$ cat src/bfp_pkg.sv
package bfp_pkg;
	localparam int CLOCK_MHZ       = 50;
	localparam int WD_PULSE_US     = 64;
	localparam int WD_PULSE_CYCLES = WD_PULSE_US * CLOCK_MHZ;
	localparam int CHOP_OFF_US     = 25;
	localparam int CHOP_OFF_CYCLES = CHOP_OFF_US * CLOCK_MHZ;
	localparam int DEGLITCH_CYCLES = 200;
	localparam int RETRY_CYCLES    = 150000;
	localparam int DRIVE_CYCLES    = 100;
	localparam int WD_BASE_CYCLES  = 500000;
	localparam int WD_DELAY_BITS   = 2;
	localparam int CNT_BITS        = 24;
	localparam logic WD_ENABLE_RESET = 1'b0;
	localparam logic [3:0] WD_READ_ADDR = 4'h0;
	typedef enum logic [2:0] {
		BFP_RUN   = 3'b001,
		BFP_RETRY = 3'b010,
		BFP_HALT  = 3'b100
	} bfp_state_type;
endpackage

$ cat src/bfp_timer_if.sv
`timescale 1ns/100ps
`default_nettype none
interface bfp_timer_if #(parameter int W = 24);
	logic         start;
	logic [W-1:0] length;
	logic         busy;
	logic         done;
	modport owner (output start, output length, input busy, input done);
	modport timer (input start, input length, output busy, output done);
endinterface
`default_nettype wire

$ cat src/bfp_timer.sv
`timescale 1ns/100ps
`default_nettype none
module bfp_timer #(
	parameter int W = 24
) (
	input  wire logic clock,
	input  wire logic rstSync_n,
	bfp_timer_if.timer t
);
	import bfp_pkg::*;
	if (W < 2) begin : g_badWidth
		$error("bfp_timer: counter width too small");
	end
	logic [W-1:0] count_reg;
	logic [W-1:0] count_next;
	logic         done_reg;
	logic         done_next;
	always_comb begin
		count_next = count_reg;
		done_next  = 1'b0;
		if (t.start) begin
			count_next = t.length;
		end else if (count_reg != '0) begin
			count_next = count_reg - 1'b1;
			done_next  = (count_reg == {{(W-1){1'b0}}, 1'b1});
		end
	end
	always_ff @(posedge clock or negedge rstSync_n) begin
		if (!rstSync_n) begin
			count_reg <= '0;
			done_reg  <= 1'b0;
		end else begin
			count_reg <= count_next;
			done_reg  <= done_next;
		end
	end
	assign t.busy = (count_reg != '0);
	assign t.done = done_reg;
endmodule
`default_nettype wire

$ cat src/bfp_deglitch.sv
`timescale 1ns/100ps
`default_nettype none
module bfp_deglitch #(
	parameter int N = 4,
	parameter int W = 24
) (
	input  wire logic         clock,
	input  wire logic         rstSync_n,
	input  wire logic [N-1:0] level,
	input  wire logic [W-1:0] limit,
	output var  logic [N-1:0] hit
);
	import bfp_pkg::*;
	if (N < 1 || W < 2) begin : g_badSize
		$error("bfp_deglitch: channel count or width too small");
	end
	for (genvar i = 0; i < N; i++) begin : g_ch
		logic [W-1:0] run_reg;
		logic [W-1:0] run_next;
		always_comb begin
			run_next = '0;
			if (level[i]) begin
				run_next = (run_reg == limit) ? run_reg : run_reg + 1'b1;
			end
		end
		always_ff @(posedge clock or negedge rstSync_n) begin
			if (!rstSync_n) begin
				run_reg <= '0;
			end else begin
				run_reg <= run_next;
			end
		end
		// Continuous level only; any drop restarts count
		assign hit[i] = level[i] && (run_reg == limit);
	end
endmodule
`default_nettype wire

$ cat src/bfp_fault_ctrl.sv
`timescale 1ns/100ps
`default_nettype none
module bfp_fault_ctrl #(
	parameter int DEGLITCH = bfp_pkg::DEGLITCH_CYCLES,
	parameter int RETRY    = bfp_pkg::RETRY_CYCLES,
	parameter int DRIVE    = bfp_pkg::DRIVE_CYCLES,
	parameter int WD_BASE  = bfp_pkg::WD_BASE_CYCLES,
	parameter int WD_PULSE = bfp_pkg::WD_PULSE_CYCLES,
	parameter logic PIN_VARIANT = 1'b0
) (
	input  wire logic       clock,
	input  wire logic       rst_n,
	input  wire logic       logicSupplyLockout,
	input  wire logic       driverSupplyLockout,
	input  wire logic       pumpUndervoltage,
	input  wire logic [3:0] drainSourceOver,
	input  wire logic [3:0] fetDriven,
	input  wire logic       shuntSensePinOver,
	input  wire logic [3:0] gateCommand,
	input  wire logic [3:0] gateLevel,
	input  wire logic       thermalShutdown,
	input  wire logic       regRead,
	input  wire logic [3:0] regReadAddr,
	input  wire logic       watchdogEnableWrite,
	input  wire logic       watchdogEnableData,
	input  wire logic [bfp_pkg::WD_DELAY_BITS-1:0] watchdogDelayField,
	input  wire logic       clearFaultsBit,
	input  wire logic       chopOffWrite,
	input  wire logic [bfp_pkg::CNT_BITS-1:0] chopOffData,
	output var  logic       gateEnable,
	output var  logic       pumpEnable,
	output var  logic       analogRegulatorEnable,
	output var  logic       fault_out_n,
	output var  logic       watchdog_fault_out_n,
	output var  logic       supply_uv_flag,
	output var  logic       pump_uv_flag,
	output var  logic       overcurrent_flag,
	output var  logic       gate_fault_flag,
	output var  logic       overtemp_flag,
	output var  logic       watchdog_fault_flag,
	output var  logic       watchdog_enable_bit,
	output var  logic       currentRegEnable,
	output var  logic [bfp_pkg::CNT_BITS-1:0] chop_off_time
);
	import bfp_pkg::*;
	localparam int W = CNT_BITS;
	// Counts must fit the shared counter width
	if (RETRY < 1 || RETRY >= 2**W) begin : g_badRetry
		$error("bfp_fault_ctrl: retry count out of range");
	end
	if (DEGLITCH < 1 || DEGLITCH >= 2**W) begin : g_badDeglitch
		$error("bfp_fault_ctrl: deglitch count out of range");
	end
	if (DRIVE < 1 || DRIVE >= 2**W) begin : g_badDrive
		$error("bfp_fault_ctrl: drive window out of range");
	end
	if (WD_PULSE < 1 || WD_PULSE >= 2**W) begin : g_badPulse
		$error("bfp_fault_ctrl: watchdog pulse out of range");
	end
	// Longest interval is the base shifted by three
	if (WD_BASE < 1 || WD_BASE * 8 >= 2**W) begin : g_badBase
		$error("bfp_fault_ctrl: watchdog base out of range");
	end

	// Reset sync; logic lockout also resets everything
	// Two stages keep the release clear of the clock edge
	logic syncA_reg;
	logic syncB_reg;
	logic rstSync_n;
	logic rawRst_n;
	assign rawRst_n = rst_n & ~logicSupplyLockout;
	always_ff @(posedge clock or negedge rawRst_n) begin
		if (!rawRst_n) begin
			syncA_reg <= 1'b0;
			syncB_reg <= 1'b0;
		end else begin
			syncA_reg <= 1'b1;
			syncB_reg <= syncA_reg;
		end
	end
	assign rstSync_n = syncB_reg;

	// Overcurrent deglitch and gate drive window
	logic [3:0] vdsHit;
	logic [3:0] gateMiss;
	logic [3:0] gateHit;
	logic [3:0] vdsLevel;
	logic       gateRun;
	// Only a driven FET can show a real overcurrent
	assign vdsLevel = drainSourceOver & fetDriven;
	bfp_deglitch #(.N(4), .W(W)) u_vds (
		.clock     (clock),
		.rstSync_n (rstSync_n),
		.level     (vdsLevel),
		.limit     (W'(DEGLITCH)),
		.hit       (vdsHit)
	);
	// Window follows the drive request, not gateEnable,
	// which would close a loop through gdEvent
	assign gateMiss = (gateCommand ^ gateLevel) & {4{gateRun}};
	bfp_deglitch #(.N(4), .W(W)) u_gate (
		.clock     (clock),
		.rstSync_n (rstSync_n),
		.level     (gateMiss),
		.limit     (W'(DRIVE)),
		.hit       (gateHit)
	);

	logic ocEvent;
	logic gdEvent;
	assign ocEvent = (|vdsHit) | shuntSensePinOver;
	assign gdEvent = |gateHit;

	// Retry and watchdog timers
	bfp_timer_if #(.W(W)) retryT ();
	bfp_timer_if #(.W(W)) wdT ();
	bfp_timer_if #(.W(W)) pulseT ();
	// One retry timer serves overcurrent and gate faults
	bfp_timer #(.W(W)) u_retry (
		.clock     (clock),
		.rstSync_n (rstSync_n),
		.t         (retryT)
	);
	bfp_timer #(.W(W)) u_wd (
		.clock     (clock),
		.rstSync_n (rstSync_n),
		.t         (wdT)
	);
	bfp_timer #(.W(W)) u_pulse (
		.clock     (clock),
		.rstSync_n (rstSync_n),
		.t         (pulseT)
	);

	bfp_state_type state_reg;
	bfp_state_type state_next;
	logic [5:0] flags_reg;
	logic [5:0] flags_next;
	logic       wdEn_reg;
	logic       wdEn_next;
	logic [W-1:0] chop_reg;
	logic [W-1:0] chop_next;
	logic       wdExpire;
	logic       wdActive_reg;
	logic       wdActive_next;

	assign wdExpire = wdActive_reg && wdT.done;

	always_comb begin
		state_next   = state_reg;
		retryT.start = 1'b0;
		retryT.length = W'(RETRY);
		case (state_reg)
			BFP_RUN: begin
				if (wdExpire) begin
					state_next = BFP_HALT;
				end else if (ocEvent || gdEvent) begin
					state_next   = BFP_RETRY;
					retryT.start = 1'b1;
				end
			end
			BFP_RETRY: begin
				if (wdExpire) begin
					state_next = BFP_HALT;
				end else if (retryT.done) begin
					// Re-enable; a lasting fault trips again
					state_next = BFP_RUN;
				end
			end
			BFP_HALT: begin
				if (clearFaultsBit) begin
					state_next = BFP_RUN;
				end
			end
			default: state_next = BFP_RUN;
		endcase
	end

	// Watchdog: a read of register zero restarts it
	logic wdKick;
	assign wdKick = regRead && (regReadAddr == WD_READ_ADDR);
	always_comb begin
		wdEn_next = wdEn_reg;
		if (watchdogEnableWrite) begin
			wdEn_next = watchdogEnableData;
		end
		if (wdExpire) begin
			wdEn_next = 1'b0;
		end
		wdActive_next = wdEn_next;
		wdT.length = W'(WD_BASE) << watchdogDelayField;
		wdT.start  = wdEn_next
		             && (wdKick
		                 || !wdEn_reg
		                 || (!wdT.busy && !wdActive_reg));
		pulseT.start  = wdExpire;
		pulseT.length = W'(WD_PULSE);
	end

	// Sticky flags: set wins over clear
	logic [5:0] flagSet;
	assign flagSet = {wdExpire,
	                  thermalShutdown,
	                  gdEvent,
	                  ocEvent,
	                  pumpUndervoltage,
	                  driverSupplyLockout};
	always_comb begin
		flags_next = clearFaultsBit ? flagSet : (flags_reg | flagSet);
	end

	// Pin variant fixes off time; else it is writable
	always_comb begin
		chop_next = chop_reg;
		if (PIN_VARIANT) begin
			chop_next = W'(CHOP_OFF_CYCLES);
		end else if (chopOffWrite) begin
			chop_next = chopOffData;
		end
	end

	// State register
	always_ff @(posedge clock or negedge rstSync_n) begin
		if (!rstSync_n) begin
			state_reg <= BFP_RUN;
		end else begin
			state_reg <= state_next;
		end
	end

	// Sticky flag register
	always_ff @(posedge clock or negedge rstSync_n) begin
		if (!rstSync_n) begin
			flags_reg <= '0;
		end else begin
			flags_reg <= flags_next;
		end
	end

	// Watchdog enable register
	always_ff @(posedge clock or negedge rstSync_n) begin
		if (!rstSync_n) begin
			wdEn_reg     <= WD_ENABLE_RESET;
			wdActive_reg <= 1'b0;
		end else begin
			wdEn_reg     <= wdEn_next;
			wdActive_reg <= wdActive_next;
		end
	end

	// Off time register; logic lockout restores default
	always_ff @(posedge clock or negedge rstSync_n) begin
		if (!rstSync_n) begin
			chop_reg <= W'(CHOP_OFF_CYCLES);
		end else begin
			chop_reg <= chop_next;
		end
	end

	// Outputs; lockout and pump faults are live levels
	logic faultAny;
	assign faultAny = driverSupplyLockout
	                | pumpUndervoltage
	                | thermalShutdown
	                | (state_reg != BFP_RUN)
	                | !rstSync_n;
	logic out_reg;
	logic out_next;
	always_comb begin
		out_next = ~faultAny;
	end
	always_ff @(posedge clock or negedge rstSync_n) begin
		if (!rstSync_n) begin
			out_reg <= 1'b0;
		end else begin
			out_reg <= out_next;
		end
	end
	// Fault output held low through reset and lockout
	assign fault_out_n = out_reg & ~faultAny;
	assign gateRun = rstSync_n
	               & ~driverSupplyLockout
	               & ~pumpUndervoltage
	               & ~thermalShutdown
	               & (state_reg == BFP_RUN)
	               & ~ocEvent
	               & ~wdExpire;
	// Every cause but the gate window is already in gateRun
	assign gateEnable  = gateRun & ~gdEvent;
	assign pumpEnable  = rstSync_n
	                   & ~driverSupplyLockout
	                   & ~thermalShutdown;
	assign analogRegulatorEnable = rstSync_n & ~thermalShutdown;
	assign watchdog_fault_out_n  = ~pulseT.busy;

	assign supply_uv_flag        = flags_reg[0];
	assign pump_uv_flag          = flags_reg[1];
	assign overcurrent_flag      = flags_reg[2];
	assign gate_fault_flag       = flags_reg[3];
	assign overtemp_flag         = flags_reg[4];
	assign watchdog_fault_flag   = flags_reg[5];

	assign watchdog_enable_bit   = wdEn_reg;
	assign currentRegEnable      = 1'b1;
	assign chop_off_time         = chop_reg;
endmodule
`default_nettype wire

$ cat config.mk
export PLATFORM = sky130hd
export DESIGN_NAME = bfp_fault_ctrl
export DESIGN_NICKNAME = d
export VERILOG_FILES = /design/src/bfp_pkg.sv /design/src/bfp_timer_if.sv /design/src/bfp_timer.sv /design/src/bfp_deglitch.sv /design/src/bfp_fault_ctrl.sv
export SDC_FILE = /design/constraint.sdc
export NUM_CORES = 1
export LEC_CHECK = 0
export ABC_AREA = 1
export BUFFER_PORTS_ARGS = -buffer_cell sky130_fd_sc_hd__buf_2
export CAP_MARGIN = 40
export CORE_MARGIN = 2
export CORE_UTILIZATION = 53
export DETAILED_ROUTE_END_ITERATION = 10
export PLACE_DENSITY = 0.68
export SLEW_MARGIN = 30
export SYNTH_ARGS = -nofsm -noshare
export SYNTH_HDL_FRONTEND = slang
export SYNTH_SLANG_ARGS = --single-unit
$ cat constraint.sdc
create_clock -name clock -period 19.5 [get_ports clock]
set_input_delay 2.925 -clock clock [delete_from_list [all_inputs] [get_ports clock]]
set_output_delay 2.925 -clock clock [all_outputs]
set_load 0.02 [all_outputs]
==> results of run 1 <==
## through the flow
stage	cell area (um^2)	worst slack (ns)	power, W	hold slack, ns
6_report	18610	11.54	0.001532	0.2134
5_1_grt	18610	11.33	0.001611	0.2404
4_1_cts	18570	11.53	0.001556	0.3499
3_5_place_dp	17380	11.54	0.0008727	0.3365
3_3_place_gp	17370	11.57	0.0008637	0.3342
2_1_floorplan	16510	7.542	0.0008216	0.3312
## path summary, 6_finish.rpt
path                                                           to
max reg2reg                u_gate.g_ch[2].run_reg[19]$_DFFE_PN0N_
min                                 u_wd.count_reg[9]$_DFFE_PN0P_
min in group clock                            rstSync_n$_DFF_PN0_
max in group asynchronous                     rstSync_n$_DFF_PN0_
min reg2reg                         u_wd.count_reg[9]$_DFFE_PN0P_
max                                                    gateEnable
## cell type report
| type | count | share of cell area |
|---|---|---|
| Tap cell | 396 | 0.02662 |
| Sequential cell | 303 | 0.4080 |
| Multi-Input combinational cell | 1439 | 0.4186 |
| Timing Repair Buffer | 101 | 0.03025 |
| Clock buffer | 47 | 0.05277 |
| Clock inverter | 17 | 0.01123 |
| Inverter | 260 | 0.05250 |
## synth_stat cells (15+ instances only)
library cell  number
xor2_1            55
nor2_1           311
mux2_2            24
o21ai_0           72
a21oi_1          124
ha_1              29
nor3_1            82
o21a_1            15
nor4_1            50
xnor2_1           22
nand3_1          108
nand4_1           66
dfrtp_1          297
a211oi_1          16
nand2_1          311
nor2_2            25
inv_1            251
## power breakdown
| group | switching [W] | leakage (nW) | internal, W |
|---|---|---|---|
| Sequential | 0.0000274 | 4.01 | 0.000661 |
| Combinational | 0.000109 | 3.60 | 0.0000646 |
| Clock | 0.000261 | 0.585 | 0.000410 |
| Total | 0.000397 | 8.20 | 0.00114 |
## layer usage
layer  global-route usage  wire length (um)  up-vias
met1               0.2787             15590     6420
met2               0.3660             16250      265
met4              0.05806               721        0
met5                    0                 0        -
li1                     -                 -     6960
met3              0.02789              1324       58
## critical path, delay by kind of cell
family	cells	cell delay, ns
simple gates	6	1.46
buf+inv	3	0.65
## cells by family (layout without fill, tap and decap cells)
family | count (synthesis) | count (layout)
other | 1 | 2
buffers and inverters | 288 | 425
adder cells (fa/ha/maj) | 29 | 29
AND/OR/NAND/NOR | 1040 | 1040
AO/OA/AOI/OAI | 266 | 266
multiplexers | 25 | 25
XOR/XNOR | 77 | 77
flip-flops | 303 | 303
==> flow_summary.json, run 1 <==
{
  "fin_nets": 2227,
  "slew_headroom": 0.4992,
  "ys_seq_elements": 303,
  "ant_nets": 0,
  "netlist-cell-type-count": 60,
  "final_hold_viol_count": 0,
  "critPathLaunchType": "input port",
  "power_density_mw_per_mm2": 82.33,
  "required_ns": 16.57,
  "synth_compound_area_frac": 0.09258,
  "row_count": 64,
  "rsz0062_at_grt": "no",
  "cts_sinks": 303,
  "fmax_ghz": 0.1256,
  "ys_top_cells_by_area": "dfrtp_1 (45%), nand2_1 (7.1%), nor2_1 (7.1%)",
  "clk_pin_slew_ns": 0.06,
  "path_cells": "buf_2, nand2_1, inv_1, nand4_1, nand3_2, nor2_4, nand2_1, nor3_1, buf_2",
  "antenna_cells": 0,
  "synth_top_cell_area_share": 0.4504,
  "ys.flop_type": "dfrtp_1",
  "hold_class": "reg2async",
  "grt_pass1_vias": 13290,
  "finish.utilization": 0.6084,
  "root_buffer": "clkbuf_16",
  "hpwl_um": 24060,
  "regToRegSetupSlack_ns": 16.73,
  "wl_per_cell_um": 13.22,
  "avgSynthCellArea_um2": 8.133,
  "coreArea_mm2": 0.03059,
  "tritoncts": "yes",
  "grt_pass1_wl_um": 59820,
  "grt_antenna_before_repair": 0,
  "final_cells": 2563,
  "synth_top_family_by_area": "simple AND/OR/NAND/NOR gates",
  "startpoint": "drainSourceOver[2]",
  "grt_max_degree": 139,
  "yosys.area.top_type": "dfrtp_1",
  "final.setup.tns_ns": 0,
  "crit_path_top_delay_cell": "nor3_1",
  "ios": 95,
  "gp_congestion": 0.8920,
  "worst_slew_pin_slew_ns": 0.7443,
  "fillers": 2685,
  "reg2reg_from": "state_reg[0]$_DFFE_PN1P_",
  "cts_buffers": 35,
  "drt_iter0_markers": 822,
  "dieHeight_um": 180.5,
  "reg2reg_depth": 9,
  "die_area_mm2": 0.03256,
  "grt_use_total": 0.2112,
  "cts_htree_levels": 2,
  "cts_resized": 0,
  "finalSetupViolations": 0,
  "synthSimpleGateAreaFrac": 0.2987,
  "syn_area_mm2": 0.01650,
  "fp.dieW_um": 180.5,
  "cts_buffer_depth": 3,
  "finalWirelength_um": 33880,
  "synth_fa_ha_area_frac": 0.02199,
  "synth_warnings": 0,
  "crit_path_max_fanout": 14,
  "status": "complete, no violations",
  "synth_cells": 2029,
  "clock_latency_ns": 0.52,
  "vdd_drop_max_v": 0.00006097,
  "placed_cells": 2497,
  "drc": 0,
  "drt_first_pass_iters": 5,
  "area_growth_pct": 12.78,
  "fin_worst_skew_ns": 0.01805,
  "maxSlewViolCount": 0,
  "final_cell_mix": "nand2_1 (311), nor2_1 (311), dfrtp_1 (296)",
  "max_stage_delay_ns": 0.36,
  "grt-ovfl-total": 0,
  "critical_path_class": "in2out",
  "async_flop_share": 1.000,
  "synthMuxAreaShare": 0.01698,
  "start_util": 0.5395,
  "synth-edff-count": 0,
  "p_leak_nw": 8.197,
  "finalCriticalPeriod_ns": 7.959,
  "vias_per_cell": 5.346,
  "cts_hold_buf": 0,
  "synth_xor_area_frac": 0.04087,
  "period_share": 0.4081,
  "vias": 13700,
  "seq_area_mm2": 0.007594,
  "numPortBuffers": 93,
  "multi_input_area_mm2": 0.007791,
  "critPathArrivalTime_ns": 5.03,
  "setup.worst_path.end_class": "primary output",
  "drive_gt1_frac": 0.1352,
  "maxCapViolations": 0,
  "cts_setup_buffers": 0,
  "synth-seq-area-share": 0.4599
}
(Power assumes the default switching activity.)
==> run 2: changes to the inputs <==
==> constraint.sdc (replaced) <==
create_clock -name clock -period 7.9 [get_ports clock]
set_input_delay 1.185 -clock clock [delete_from_list [all_inputs] [get_ports clock]]
set_output_delay 1.185 -clock clock [all_outputs]
set_load 0.02 [all_outputs]
==> flow_summary.json, run 2 (same netlist as run 1, synthesis figures left out) <==
{
  "fmax_ghz": 0.2237,
  "seq_area_mm2": 0.007594,
  "cts_buffers": 36,
  "critical_path_class": "in2out",
  "maxSlewViolCount": 0,
  "cts_sinks": 303,
  "pre_cts_slack_ns": 3.440,
  "fillers": 2732,
  "vias": 13670,
  "cts_buffer_depth": 3,
  "setup.worst_path.end_class": "primary output",
  "regToRegSetupSlack_ns": 4.76,
  "status": "complete, no violations",
  "required_ns": 6.71,
  "ant_nets": 0,
  "tritoncts": "yes",
  "reg2reg_from": "wdActive_reg$_DFF_PN0_",
  "vias_per_cell": 5.331,
  "slew_headroom": 0.4898,
  "total_power_w": 0.003910,
  "numPortBuffers": 93,
  "clock_latency_ns": 0.52,
  "multi_input_area_mm2": 0.007791,
  "final_cell_mix": "nand2_1 (311), nor2_1 (311), dfrtp_1 (296)",
  "period_share": 0.5658,
  "cts_resized": 0,
  "fp.dieW_um": 180.5,
  "startpoint": "drainSourceOver[2]",
  "worst_slew_pin_slew_ns": 0.7596,
  "finalWirelength_um": 34240,
  "rsz0062_at_grt": "no",
  "final_hold_viol_count": 0,
  "maxCapViolations": 0,
  "cts_hold_buf": 0,
  "hpwl_um": 24380,
  "grt_use_total": 0.2118,
  "ios": 95,
  "grt_pass1_vias": 13330,
  "die_area_mm2": 0.03256,
  "drc": 0,
  "drive_gt1_frac": 0.1383,
  "drt_iter0_markers": 899,
  "critPathLaunchType": "input port",
  "root_buffer": "clkbuf_16",
  "crit_path_max_fanout": 14,
  "gp_congestion": 0.9080,
  "finalCriticalPeriod_ns": 4.470,
  "area_growth_pct": 13.62,
  "antenna_cells": 0,
  "vdd_drop_max_v": 0.0001630,
  "grt_max_degree": 81,
  "row_count": 64,
  "final.setup.tns_ns": 0,
  "final.setup.worst_slack_ns": 3.430,
  "power_density_mw_per_mm2": 208.6,
  "drt_first_pass_iters": 7,
  "coreArea_mm2": 0.03059,
  "grt_antenna_before_repair": 0,
  "cts_setup_buffers": 0,
  "hold_ws_ns": 0.3265,
  "start_util": 0.5395,
  "p_leak_nw": 8.259,
  "finalSetupViolations": 0,
  "hold_class": "reg2async",
  "cts_htree_levels": 2,
  "critPathArrivalTime_ns": 3.29,
  "grt-ovfl-total": 0,
  "clk_pin_slew_ns": 0.06,
  "grt_pass1_wl_um": 60010,
  "fin_worst_skew_ns": 0.01581,
  "dieHeight_um": 180.5,
  "fin_nets": 2228,
  "wl_per_cell_um": 13.35
}
## run 2: changes by cell type in the layout (fill, tap and decap cells not counted), sizes merged
cell      previous run  this run
bufinv               4         5
clkbuf              47        46
clkinv              10        11
clkinvlp             2         3
## run 2: per-layer routing
metal	vias to the layer above	global-route usage	share of wire	wire length, um
met5	-	0	0	0
met4	0	0.05290	0.018	617
met3	58	0.02850	0.037	1282
met2	227	0.3615	0.47	16070
met1	6404	0.2866	0.48	16270
li1	6984	-	-	-
## run 2: worst paths after layout
| check | endpoint | cells past startpoint |
|---|---|---|
| worst max-delay path | gateEnable | 9 |
| worst min-delay path | u_wd.count_reg[23]$_DFFE_PN0P_ | 0 |
| worst max register to register | u_wd.count_reg[15]$_DFFE_PN0P_ | 7 |
| worst min register to register | u_wd.count_reg[23]$_DFFE_PN0P_ | 0 |
| max in group asynchronous | u_vds.g_ch[3].run_reg[5]$_DFFE_PN0N_ | 3 |
| min in group clock | rstSync_n$_DFF_PN0_ | 0 |
## run 2: worst max-delay path, stage by stage
cell and delay, ns:
buf_2 0.10, nand2_1 0.34, inv_1 0.33, nand4_1 0.23, nand3_2 0.12, nor2_4 0.27, nand2_1 0.14, nor3_1 0.33
buf_2 0.23
## run 2: area by class of cell
| cell class | count | area share |
|---|---|---|
| clock buffers | 46 | 0.05552 |
| well taps | 396 | 0.02643 |
| flip-flops and latches | 303 | 0.4050 |
| repair buffers | 101 | 0.03103 |
| clock inverters | 20 | 0.01435 |
| inverters | 260 | 0.05212 |
| multi-input cells | 1439 | 0.4155 |
## run 2: stage by stage
step,cell area (um^2),cells,util
2_1_floorplan,16510,2030,-
3_3_place_gp,17350,2495,0.5673
3_5_place_dp,17360,2496,0.5677
4_1_cts,18670,2562,0.6105
5_1_grt,18750,2565,0.6129
6_report,18750,2565,0.6129
## run 2: power breakdown
| group | total, W | switching, W | internal (W) |
|---|---|---|---|
| Sequential | 0.00170 | 0.0000697 | 0.00163 |
| Combinational | 0.000421 | 0.000264 | 0.000157 |
| Clock | 0.00179 | 0.000681 | 0.00111 |
| Total | 0.00391 | 0.00101 | 0.00290 |
==> run 3: changes to the inputs <==
--- a/config.mk
+++ b/config.mk
@@ -11,7 +11,7 @@
 export CORE_MARGIN = 2
 export CORE_UTILIZATION = 53
 export DETAILED_ROUTE_END_ITERATION = 10
-export PLACE_DENSITY = 0.68
+export PLACE_DENSITY = 0.71
 export SLEW_MARGIN = 30
 export SYNTH_ARGS = -nofsm -noshare
 export SYNTH_HDL_FRONTEND = slang
==> constraint.sdc (replaced) <==
create_clock -name clock -period 3.7 [get_ports clock]
set_input_delay 0.555 -clock clock [delete_from_list [all_inputs] [get_ports clock]]
set_output_delay 0.555 -clock clock [all_outputs]
set_load 0.02 [all_outputs]
==> flow_summary.json, run 3 (same netlist as run 1, synthesis figures left out) <==
{
  "status": "complete, no violations",
  "row_count": 64,
  "wl_per_cell_um": 13.42,
  "power_frac_seq": 0.449,
  "grt_use_total": 0.2176,
  "vias": 13860,
  "ant_nets": 0,
  "tritoncts": "yes",
  "final_hold_viol_count": 0,
  "power_density_mw_per_mm2": 432.5,
  "cpMostUsedCell": "nor3_4",
  "crit_path_top_delay_cell": "dfrtp_4",
  "start_util": 0.5395,
  "cts_htree_levels": 2,
  "finalCriticalPeriod_ns": 3.101,
  "final_cell_mix": "nor2_1 (310), nand2_1 (309), dfrtp_1 (296)",
  "hold_ws_ns": 0.2333,
  "cts_resized": 0,
  "p_leak_nw": 8.205,
  "numPortBuffers": 93,
  "coreArea_mm2": 0.03059,
  "die_area_mm2": 0.03256,
  "maxCapViolations": 0,
  "p_comb_frac": 0.116,
  "vdd_drop_max_v": 0.0002562,
  "grt-ovfl-total": 0,
  "worst_slew_pin_slew_ns": 0.9454,
  "critPathLaunchType": "register",
  "hold_class": "reg2async",
  "clkPwrFrac": 0.434,
  "grt_pass1_vias": 13700,
  "finalSetupViolations": 0,
  "setup.worst_path.end_class": "primary output",
  "finalWirelength_um": 34410,
  "grt_pass1_wl_um": 61790,
  "crit_buf_inv": 2,
  "final_common_cell": "nor2_1",
  "finish.utilization": 0.6122,
  "clock_latency_ns": 0.50,
  "drive_gt1_frac": 0.1438,
  "gp_congestion": 0.8828,
  "hpwl_um": 24790,
  "total_power_w": 0.008098,
  "drt_iter0_markers": 955,
  "dieHeight_um": 180.5,
  "drc": 0,
  "critPathArrivalTime_ns": 2.55,
  "fmax_ghz": 0.3225,
  "cts_buffers": 35,
  "swShare": 0.2612,
  "fp.dieW_um": 180.5,
  "antenna_cells": 0,
  "drt_first_pass_iters": 5,
  "fin_nets": 2231,
  "critical-path-top-delay-family": "simple AND/OR/NAND/NOR gates",
  "area_growth_pct": 13.47,
  "crit_path_max_fanout": 25,
  "slew_headroom": 0.3697,
  "cts_sinks": 303,
  "ios": 95,
  "cts_buffer_depth": 3,
  "root_buffer": "clkbuf_16",
  "period_share": 0.8381,
  "grt_max_degree": 162,
  "path_cells": "inv_1, nor3_4, nand3_2, nor2_4, nand4_1, nand2_2, nor3_4, buf_2",
  "max_stage_delay_ns": 0.64,
  "p_int_w": 0.005983,
  "grt_antenna_before_repair": 0,
  "fin_worst_skew_ns": 0.01288,
  "rsz0062_at_grt": "no",
  "critical_path_class": "reg2out",
  "clk_pin_slew_ns": 0.06,
  "switchingPower_w": 0.002115,
  "maxSlewViolCount": 0,
  "required_ns": 3.14,
  "vias_per_cell": 5.404
}
## run 3: cell types whose count changed in the layout (fill, tap and decap cells not counted), sizes merged
cell         delta
buf             +2
bufinv          -1
clkbuf          -1
clkinv          -2
clkinvlp        +2
dlygate4sd3     +2
inv             -2
## run 3: through the flow
step | TNS (ns) | setup slack, ns | std cells | instance area [um^2]
after floorplan | -65.89 | -0.7906 | 2030 | 16610
after global placement | 0 | 0.8700 | 2500 | 17500
after detailed placement | 0 | 0.8175 | 2501 | 17520
after CTS | 0 | 0.5061 | 2565 | 18730
after global routing | 0 | 0.3775 | 2565 | 18730
final | 0 | 0.5991 | 2565 | 18730
## run 3: area by class of cell
cell class                      instances  area, um^2
Multi-Input combinational cell       1439        7885
Clock buffer                           45       975.9
Fill cell                            2718       11860
Timing Repair Buffer                  105       593.1
Sequential cell                       303        7594
Inverter                              260       977.2
Clock inverter                         17       205.2
Tap cell                              396       495.5
## run 3: worst paths after layout
path / start / to / slack, ns / cells past startpoint
hold / removal: rstSync_n$_DFF_PN0_ / u_vds.g_ch[1].run_reg[22]$_DFFE_PN0N_ / 0.23 / 0
setup / recovery: rstSync_n$_DFF_PN0_ / gateEnable / 0.60 / 8
min in group clock: pumpUndervoltage / flags_reg[1]$_DFF_PN0_ / 0.26 / 3
max in group asynchronous: rstSync_n$_DFF_PN0_ / state_reg[0]$_DFFE_PN1P_ / 1.81 / 3
setup reg to reg: rstSync_n$_DFF_PN0_ / u_gate.g_ch[1].run_reg[16]$_DFFE_PN0N_ / 1.15 / 9
hold reg to reg: rstSync_n$_DFF_PN0_ / u_vds.g_ch[1].run_reg[22]$_DFFE_PN0N_ / 0.23 / 0
## run 3: power groups by stage
stage	sequential [W]	combinational [W]	clock (W)
2_1_floorplan	0.00374	0.000628	0
3_3_place_gp	0.00369	0.000916	0
3_5_place_dp	0.00369	0.000954	0
4_1_cts	0.00364	0.000959	0.00361
5_1_grt	0.00367	0.00108	0.00376
6_report	0.00364	0.000942	0.00352
## run 3: what timing repair did
item / CTS / global route
setup buffers: 0 / 0
hold buffers: 2 / 0
endpoints found under the hold margin: 2 / 0
## run 3: worst register-to-register path: cells and delay by family, from the launching register on
kind / cells / cell delay, ns
flops: 1 / 0.64
simple gates: 5 / 1.04
compound gates: 2 / 0.38
buf+inv: 2 / 0.45
## run 3: layer usage
metal	global-route usage	wire [um]
met1	0.2898	15870
met5	0	0
met2	0.3774	16760
met4	0.04710	474
met3	0.03254	1309
